$ cat src/ipb_pkg.sv
package ipb_pkg;

	// Bank geometry
	localparam int NUM_FIELDS = 19;
	localparam int NUM_REGS = 5;
	localparam int FIELD_W = 3;
	localparam int REG_W = 16;
	localparam int DATA_W = 32;
	localparam int ADDR_W = 5;
	localparam int BYTE_W = 8;

	// Byte offsets of the priority registers
	localparam logic [ADDR_W-1:0] PRIO_CTRL_8_OFS = 5'h00;
	localparam logic [ADDR_W-1:0] PRIO_CTRL_9_OFS = 5'h04;
	localparam logic [ADDR_W-1:0] PRIO_CTRL_10_OFS = 5'h08;
	localparam logic [ADDR_W-1:0] PRIO_CTRL_11_OFS = 5'h0C;
	localparam logic [ADDR_W-1:0] PRIO_CTRL_12_OFS = 5'h10;
	localparam int WORD_LSB = 2;

	// Field values
	localparam logic [FIELD_W-1:0] FIELD_RST = 3'h4;
	localparam logic [FIELD_W-1:0] PRIO_OFF = 3'h0;
	localparam logic [FIELD_W-1:0] PRIO_MIN = 3'h1;
	localparam logic [FIELD_W-1:0] PRIO_MAX = 3'h7;

	// Field positions
	localparam int LSB_HI = 12;
	localparam int LSB_MH = 8;
	localparam int LSB_ML = 4;
	localparam int LSB_LO = 0;

	// Register index and low bit of every field, in port order
	localparam int FIELD_REG [NUM_FIELDS] = '{
		0, 0, 0, 0, 1, 1, 1, 1, 2, 2, 2, 2, 3, 3, 3, 4, 4, 4, 4};
	localparam int FIELD_LSB [NUM_FIELDS] = '{
		12, 8, 4, 0, 12, 8, 4, 0, 12, 8, 4, 0, 12, 8, 0, 12, 8, 4, 0};

	// Implemented bits of each register
	localparam logic [REG_W-1:0] REG_MASK [NUM_REGS] = '{
		16'h7777, 16'h7777, 16'h7777, 16'h7707, 16'h7777};

endpackage : ipb_pkg

$ cat src/ipb_prio_bank.sv
// Notes on behaviour
// RQ1: Field value 111 gives level 7, the highest.
// RQ2: Field value 000 disables the source; it never requests service.
// RQ3: Value 001 gives level 1, lowest enabled; other codes map directly.
// RQ4: Unimplemented bits ignore writes and read as zero.
// RQ5: Every field resets to 100.
// RQ6: Register 8: CAN event at 14:12, CAN receive at 10:8.
// RQ7: Register 8: second SPI event at 6:4, SPI error at 2:0.
// RQ8: Register 9: capture 5 at 14:12, capture 4 at 10:8.
// RQ9: Register 9: capture 3 at 6:4, DMA 3 done at 2:0.
// RQ10: Register 10: compare 7 at 14:12, compare 6 at 10:8.
// RQ11: Register 10: compare 5 at 6:4, capture 6 at 2:0.
// RQ12: Register 11: timer 6 at 14:12, DMA 4 done at 10:8.
// RQ13: Register 11: only 2:0 low byte, compare 8; bits 7:3 read zero.
// RQ14: Register 12: timer 8 at 14:12, second I2C master at 10:8.
// RQ15: Register 12: second I2C slave at 6:4, timer 7 at 2:0.
// RQ16: Fields read back last write, effective at the next edge.
// RQ17: Every field level is presented continuously to arbitration.
//
// The Avalon-MM interface to the registers and the address map are this design's own decisions.
`timescale 1ns/1ns
module ipb_prio_bank
	import ipb_pkg::*;
(
	input wire logic clk_i,
	input wire logic sys_rst_i,
	input wire logic [ADDR_W-1:0] avs_address_i,
	input wire logic avs_read_i,
	input wire logic avs_write_i,
	input wire logic [DATA_W-1:0] avs_writedata_i,
	input wire logic [DATA_W/BYTE_W-1:0] avs_byteenable_i,
	output logic [DATA_W-1:0] avs_readdata_o,
	output logic avs_waitrequest_o,
	input wire logic [NUM_FIELDS-1:0] src_pending_i,
	output logic [NUM_FIELDS-1:0] src_request_o,
	output logic [NUM_FIELDS-1:0] src_enabled_o,
	output logic [FIELD_W-1:0] can_a_event_prio_o,
	output logic [FIELD_W-1:0] can_a_receive_prio_o,
	output logic [FIELD_W-1:0] serial_periph_b_event_prio_o,
	output logic [FIELD_W-1:0] serial_periph_b_error_prio_o,
	output logic [FIELD_W-1:0] capture_ch5_prio_o,
	output logic [FIELD_W-1:0] capture_ch4_prio_o,
	output logic [FIELD_W-1:0] capture_ch3_prio_o,
	output logic [FIELD_W-1:0] xfer_ch3_done_prio_o,
	output logic [FIELD_W-1:0] compare_ch7_prio_o,
	output logic [FIELD_W-1:0] compare_ch6_prio_o,
	output logic [FIELD_W-1:0] compare_ch5_prio_o,
	output logic [FIELD_W-1:0] capture_ch6_prio_o,
	output logic [FIELD_W-1:0] timer_six_prio_o,
	output logic [FIELD_W-1:0] xfer_ch4_done_prio_o,
	output logic [FIELD_W-1:0] compare_ch8_prio_o,
	output logic [FIELD_W-1:0] timer_eight_prio_o,
	output logic [FIELD_W-1:0] twowire_b_master_prio_o,
	output logic [FIELD_W-1:0] twowire_b_slave_prio_o,
	output logic [FIELD_W-1:0] timer_seven_prio_o
);

	// Builds the readable image of one register from all field values
	function automatic logic [REG_W-1:0] reg_image(
		input logic [2:0] idx,
		input logic [NUM_FIELDS*FIELD_W-1:0] flat
	);
		logic [REG_W-1:0] img;
		img = '0;
		for (int f = 0; f < NUM_FIELDS; f++) begin
			if (FIELD_REG[f] == int'(idx)) begin
				img[FIELD_LSB[f] +: FIELD_W] = flat[f*FIELD_W +: FIELD_W];
			end
		end
		// RQ4: unimplemented bits zero
		return img & REG_MASK[idx];
	endfunction : reg_image

	logic ack_r;
	logic ack_nxt;
	logic [DATA_W-1:0] rdata_r;
	logic [DATA_W-1:0] rdata_nxt;
	logic [FIELD_W-1:0] prio_w [NUM_FIELDS];
	logic [NUM_FIELDS*FIELD_W-1:0] prio_flat;
	logic [NUM_FIELDS-1:0] field_wr;

	wire logic bus_req = avs_read_i | avs_write_i;
	wire logic wr_take = avs_write_i & ack_r;
	wire logic rd_start = avs_read_i & ~ack_r;
	wire logic [2:0] reg_sel = avs_address_i[ADDR_W-1:WORD_LSB];
	wire logic reg_hit = (reg_sel < 3'(NUM_REGS));
	wire logic [REG_W-1:0] sel_image = reg_image(reg_sel, prio_flat);

	// One wait state gives the read mux a full cycle
	assign ack_nxt = bus_req & ~ack_r;
	assign avs_waitrequest_o = bus_req & ~ack_r;

	// Unmapped words read zero and drop writes
	assign rdata_nxt = rd_start ? (reg_hit ? {16'h0000, sel_image} : 32'h0000_0000) : rdata_r;

	always_ff @(posedge clk_i) begin
		if (sys_rst_i) begin
			ack_r <= 1'b0;
			rdata_r <= 32'h0000_0000;
		end else begin
			ack_r <= ack_nxt;
			rdata_r <= rdata_nxt;
		end
	end

	assign avs_readdata_o = rdata_r;

	genvar g;
	generate
		for (g = 0; g < NUM_FIELDS; g++) begin : gen_field
			// RQ16: lane-qualified field write
			assign field_wr[g] = wr_take & reg_hit & (int'(reg_sel) == FIELD_REG[g])
				& avs_byteenable_i[FIELD_LSB[g] / BYTE_W];

			ipb_prio_field u_field (
				.clk_i(clk_i),
				.sys_rst_i(sys_rst_i),
				.wr_en_i(field_wr[g]),
				.wr_data_i(avs_writedata_i[FIELD_LSB[g] +: FIELD_W]),
				.prio_o(prio_w[g]),
				.enabled_o(src_enabled_o[g])
			);

			assign prio_flat[g*FIELD_W +: FIELD_W] = prio_w[g];
		end
	endgenerate

	// RQ2: disabled sources masked
	assign src_request_o = src_pending_i & src_enabled_o;

	// RQ6: register 8 high byte
	assign can_a_event_prio_o = prio_w[0];
	assign can_a_receive_prio_o = prio_w[1];
	// RQ7: register 8 low byte
	assign serial_periph_b_event_prio_o = prio_w[2];
	assign serial_periph_b_error_prio_o = prio_w[3];
	// RQ8: register 9 high byte
	assign capture_ch5_prio_o = prio_w[4];
	assign capture_ch4_prio_o = prio_w[5];
	// RQ9: register 9 low byte
	assign capture_ch3_prio_o = prio_w[6];
	assign xfer_ch3_done_prio_o = prio_w[7];
	// RQ10: register 10 high byte
	assign compare_ch7_prio_o = prio_w[8];
	assign compare_ch6_prio_o = prio_w[9];
	// RQ11: register 10 low byte
	assign compare_ch5_prio_o = prio_w[10];
	assign capture_ch6_prio_o = prio_w[11];
	// RQ12: register 11 high byte
	assign timer_six_prio_o = prio_w[12];
	assign xfer_ch4_done_prio_o = prio_w[13];
	// RQ13: register 11 low byte
	assign compare_ch8_prio_o = prio_w[14];
	// RQ14: register 12 high byte
	assign timer_eight_prio_o = prio_w[15];
	assign twowire_b_master_prio_o = prio_w[16];
	// RQ15: register 12 low byte
	assign twowire_b_slave_prio_o = prio_w[17];
	assign timer_seven_prio_o = prio_w[18];

	wire logic rd_done = avs_read_i & ~avs_waitrequest_o;
	wire logic wr_done = avs_write_i & ~avs_waitrequest_o;
endmodule : ipb_prio_bank

$ cat src/ipb_prio_field.sv
`timescale 1ns/1ns
module ipb_prio_field
	import ipb_pkg::*;
(
	input wire logic clk_i,
	input wire logic sys_rst_i,
	input wire logic wr_en_i,
	input wire logic [FIELD_W-1:0] wr_data_i,
	output logic [FIELD_W-1:0] prio_o,
	output logic enabled_o
);

	logic [FIELD_W-1:0] prio_r;
	logic [FIELD_W-1:0] prio_nxt;

	// RQ16: new value on write
	assign prio_nxt = wr_en_i ? wr_data_i : prio_r;

	always_ff @(posedge clk_i) begin
		// RQ5: reset to level four
		if (sys_rst_i) begin
			prio_r <= FIELD_RST;
		end else begin
			prio_r <= prio_nxt;
		end
	end

	// RQ17: level always visible
	assign prio_o = prio_r;
	// RQ2: zero means disabled
	assign enabled_o = (prio_r != PRIO_OFF);

endmodule : ipb_prio_field

$ cat config.mk
export PLATFORM = sky130hd
export DESIGN_NAME = ipb_prio_bank
export DESIGN_NICKNAME = d
export VERILOG_FILES = /design/src/ipb_pkg.sv /design/src/ipb_prio_bank.sv /design/src/ipb_prio_field.sv
export SDC_FILE = /design/constraint.sdc
export NUM_CORES = 1
export LEC_CHECK = 0
export CELL_PAD_IN_SITES_DETAIL_PLACEMENT = 1
export CELL_PAD_IN_SITES_GLOBAL_PLACEMENT = 1
export CORE_MARGIN = 3
export CORE_UTILIZATION = 49
export CTS_BUF_LIST = sky130_fd_sc_hd__clkbuf_2
export CTS_CLUSTER_DIAMETER = 30
export DETAILED_ROUTE_END_ITERATION = 6
export DONT_BUFFER_PORTS = 1
export PLACE_DENSITY_LB_ADDON = 0.1
export SLEW_MARGIN = 20
export SYNTH_ARGS = -nofsm -noshare
export SYNTH_HDL_FRONTEND = slang
export SYNTH_SLANG_ARGS = --single-unit
$ cat constraint.sdc
create_clock -name clk_i -period 3.3 [get_ports clk_i]
set_input_delay 0.33 -clock clk_i [delete_from_list [all_inputs] [get_ports clk_i]]
set_output_delay 0.33 -clock clk_i [all_outputs]
set_load 0.01 [all_outputs]
Yosys cells after proc, flatten, opt, wreduce, memory -nomap -nowiden:

Memories as Yosys holds them, arrays and structs flattened.
Index checks and enable logic that the tools add are counted.

* magnitude comparators: 2
* equality and inequality tests: 8
* multiplexer cells: 22
* bitwise logic cells: 24
* reductions and logical operators: 20

Operators with widths (count)
* $mux 3: 19
* $reduce_bool 3->1: 19
* $mux 16: 3
* $and 1x1->1: 19
* $and 19x19->19: 1
* $and 15x16->16: 1
* $eq 3x3->1 const A: 3
* $eq 3x3->1 const B: 3
* $ge 4x4->1 const B: 1
* $not 3->4: 1
* $eq 2x3->1 const A: 1
* $eq 3x2->1 const B: 1
* $logic_not 3->1: 1
* $lt 3x3->1 const B: 1
* $not 1->1: 1
* $or 1x1->1: 1

* flip-flop bits (word level): 90
* bits in read-only memories: 128
* bits of input ports: 64
* output and inout bits: 128
* memories kept: 1

Memory list
* (name not given): depth 8, bits a word 16, read ports 1, clocked after Yosys merged registers in 0, wr ports 0, line ipb_prio_bank.sv:71 `return img & REG_MASK[idx];`

Depth between registers and ports, before layout:

* depth after elaboration: 8
* gate-level depth with buffers: 6

Hierarchy:

Synthesis repeated with hierarchy kept, for this count alone.

* cell total of the unflattened synthesis: 364
* area, all modules: 3428.3 sq um

By module, submodules not included
* ipb_prio_field: times used 19, cells each 10, area each 108.9 sq um, seq. area each 60.1 sq um
* ipb_prio_bank: times used 1, cells each 174, area each 1360.1 sq um, seq. area each 260.2 sq um

Least setup slack after synthesis:

Ideal clock, no wire load.

* path type: input to register
* from: input avs_write_i
* to: register gen_field[0].u_field.prio_r[2]
* arrival time: 1300 ps
* required time: 3171 ps
* setup slack: 1871 ps
* stages on the path: 6
* cell sequence: buf_2 nand4b_1 or3_1 buf_2 mux2i_1 nand2_1

* word-level cells in the longest chain between the ends: 4

Ends and longest elaborated chain
* from (decl): line ipb_prio_bank.sv:29 `input wire logic avs_write_i,`
* $and 1x1->1: line ipb_prio_bank.sv:83 `wire logic wr_take = avs_write_i & ack_r;`
* $and 1x1->1 (2 in series): line ipb_prio_bank.sv:112 `assign field_wr[g] = wr_take & reg_hit & (int'(reg_sel) == FIELD_REG[g])`
* $and 1x1->1: line ipb_prio_bank.sv:113 `& avs_byteenable_i[FIELD_LSB[g] / BYTE_W];`
* to (signal assigned): line ipb_prio_field.sv:24 `prio_r <= prio_nxt;`
* to (decl): line ipb_prio_field.sv:13 `logic [FIELD_W-1:0] prio_r;`

No other way between the ends.
A chain may end at the register's enable or synchronous reset.

Final worst setup path:

* from: register ack_r
* to: register gen_field[1].u_field.prio_r[1]

* word-level cells in the longest chain between the ends: 4

Ends and longest elaborated chain
* from (decl): line ipb_prio_bank.sv:74 `logic ack_r;`
* from (signal assigned): line ipb_prio_bank.sv:101 `ack_r <= ack_nxt;`
* $and 1x1->1: line ipb_prio_bank.sv:83
* $and 1x1->1 (2 in series): line ipb_prio_bank.sv:112
* $and 1x1->1: line ipb_prio_bank.sv:113
* to (signal assigned): line ipb_prio_field.sv:24
* to (decl): line ipb_prio_field.sv:13

No other way between the ends.

==> out/metrics.cfg <==
[outcome]
outcome=finished clean

[synthesis]
synth_top_family_by_area=simple AND/OR/NAND/NOR gates
seq_area_frac_synth_pct=39.4
synth-seq-cells=70
synth-xor-area-share_pct=0
synth_area_leader_cell=dfxtp_1
syn_area_um2=3560
synth.area.mux_share_pct=10.7
synth_compound_area_share_pct=14.4
yosys.area.top_type_share_pct=39.4
synth.distinct_cells=31
yosysWarningCount=0
netlist_instances=428
yosys.area_share.adder_pct=0
synth.avg_cell_area_um2=8.32
synth_simple_gate_area_share_pct=23.4
netlist_top_cells_area=dfxtp_1 (39%), mux2i_1 (11%), buf_4 (8.9%)

[die]
core_area_um2=6910
die-width_um=91.2
fp.dieH_um=91.2
die_area_um2=8330
row_count=30
io_pins=192
start_util_pct=51.6

[worst_setup_path]
critPathKind=reg -> reg
crit_family=buffers and inverters
cp.depth=6
max_stage_delay_ps=570
worstPathRequired_ps=3740
start_kind=register
cp_max_fo=22
crit_path_start=ack_r$_SDFF_PP0_
critPathCapture=gen_field[1].u_field.prio_o[1]$_SDFFE_PP0P_
end_kind=register
r2r_end=gen_field[1].u_field.prio_o[1]$_SDFFE_PP0P_
r2r_slack_ps=950
crit_arrival_ps=2790
cp_num_buf_inv=2
slowest_stage=dfxtp_1
rr_worst_depth=6
reg2reg_from=ack_r$_SDFF_PP0_
path_cells=nand4b_1, buf_4, or3_1, mux2i_1, nor2_1, dlygate4sd3_1

[layout]
antenna_cells=0
drive_gt1_share_pct=5.78
stdcell_count=511
fin_area_um2=3670
final_cell_mix=dfxtp_1 (70), o21ai_0 (41), nor2_1 (40)
multi_input_area_um2=1800
seqCellArea_um2=1400
n_fill_cell=864
area_growth_pct=3.13
mostFrequentLayoutCell=dfxtp_1
fin_nets=474

[power]
combinationalPowerShare_pct=8.6
switchingPower_w=0.000433
leakagePower_nw=1.43
power_density_nw_per_um2=454
pwr-share-clk_pct=38.6
p_seq_share_pct=52.7
total_power_w=0.00167
swShare_pct=25.9
vdd_drop_max_mv=0.225
internal-power_w=0.00124

[timing]
max_freq_mhz=426
relSlewSlack_pct=54.4
fin_tns_setup_ps=0
tightestPinTransition_ps=683
grt_setup_unrepaired=no
final_hold_viol_count=0
drv_slew=0
fin_hold_ws_ps=69.0
setup_violations=0
clock_skew_ps=14.5
post-route-period-util_pct=71.1
period_needed_ps=2350

[detailed_routing]
via_per_inst=5.83
ant_nets=0
dr.pass1.iters=4
drc=0
drt-total-wl_mm=10.0
drtIter0Drc=98
wl_per_cell_um=19.7
num_vias=2980

[global_route]
grtUsageMet2_pct=37.4
grt_max_degree=56
antenna_found_initial=0
met3_usage_pct=8.86
grt_overflow=0
use_met1_pct=31.3
grt_pass1_vias=2940
busiest_layer=met2
gr-usage-all-layers_pct=24.0
grt_pass1_wl_mm=16.0

[clock_network]
cts_setup_buffers=0
tritoncts=built
hold_buffers=16
root_buffer=clkbuf_2
cts_max_level=3
clock_path_buffers=2
clock-sinks=70
cts_buffers=9
cts_resized=0
clock_latency_ps=520
path_clk_slew_ps=210

[placement]
place_inst=479
io_buffers=0
dp_hpwl_mm=7.09
dpl_cell_area_um2=3340
gp_congestion=0.791

[min_path]
hp-class=in -> reg

[job]
cap_violations=0

## sequential cells by signal, summed over array words and instances (netlist names)
register and flops:
avs_readdata_o 12, gen_field.u_field.prio_o 57, ack_r 1
## per-layer routing
layer / vias up / share of wire, %
li1: 1405 / -
met1: 1469 / 44
met2: 100 / 48
met3: 6 / 7.5
met4: 0 / 0.67
met5: - / 0
## stage by stage
step / util, % / setup WS [ps]
after floorplan: - / 1870
after global placement: 48.3 / 1560
after detailed placement: 48.3 / 1520
after CTS: 53.2 / 992
after global routing: 53.2 / 772
final: 53.2 / 954
## cell type report
| class | instances | share of cell area (%) |
|---|---|---|
| Multi-Input combinational cell | 311 | 49.1 |
| Clock inverter | 7 | 3.07 |
| Timing Repair Buffer | 17 | 5.04 |
| Inverter | 1 | 0.102 |
| Clock buffer | 9 | 1.23 |
| Sequential cell | 70 | 38.2 |
| Tap cell | 96 | 3.27 |
## how the worst min path moves through the flow
stage	cells past startpoint	from	slack (ps)	end
after floorplan	2	avs_writedata_i[6]	450	gen_field[10].u_field.prio_o[2]$_SDFFE_PP1P_
after global placement	1	sys_rst_i	410	gen_field[6].u_field.prio_o[1]$_SDFFE_PP0P_
after detailed placement	1	sys_rst_i	410	gen_field[10].u_field.prio_o[0]$_SDFFE_PP0P_
after CTS	2	sys_rst_i	50	avs_readdata_o[4]$_SDFFE_PP0P_
after global routing	2	sys_rst_i	6	avs_readdata_o[6]$_SDFFE_PP0P_
final	2	sys_rst_i	70	avs_readdata_o[6]$_SDFFE_PP0P_
## synth_stat cells
library cell   n
nor3b_1        3
o22ai_1        8
dfxtp_1       70
nand3_1       12
buf_1          3
buf_2          5
o221a_2        1
and2_1        19
a32o_1         3
buf_6          2
a211oi_1       8
nand4_2        2
clkbuf_1      13
nand2b_2       1
conb_1         1
mux2i_1       38
or3_1         21
nor3_1        16
nand2b_1       3
o21ai_0       41
buf_4         42
nor2_1        40
clkinv_1       1
nand4b_1       1
nand2_1       38
nor3b_4        1
a22oi_1        3
or2_2          1
nor2b_1        3
nand4b_4       1
a21oi_1       27
## power by group through the flow
stage / sequential, W / combinational (W) / clock [W]
global route: 0.000883 / 0.000159 / 0.000699
CTS: 0.000880 / 0.000143 / 0.000649
floorplan: 0.000891 / 0.000134 / 0
finish: 0.000880 / 0.000144 / 0.000644
global placement: 0.000897 / 0.000102 / 0
detailed placement: 0.000897 / 0.000104 / 0
## cell families after synthesis
logic type             after synthesis
buffers and inverters               66
AND/OR/NAND/NOR                    162
AO/OA/AOI/OAI                       91
multiplexers                        38
other                                1
flip-flops                          70
(Power assumes the default switching activity.)
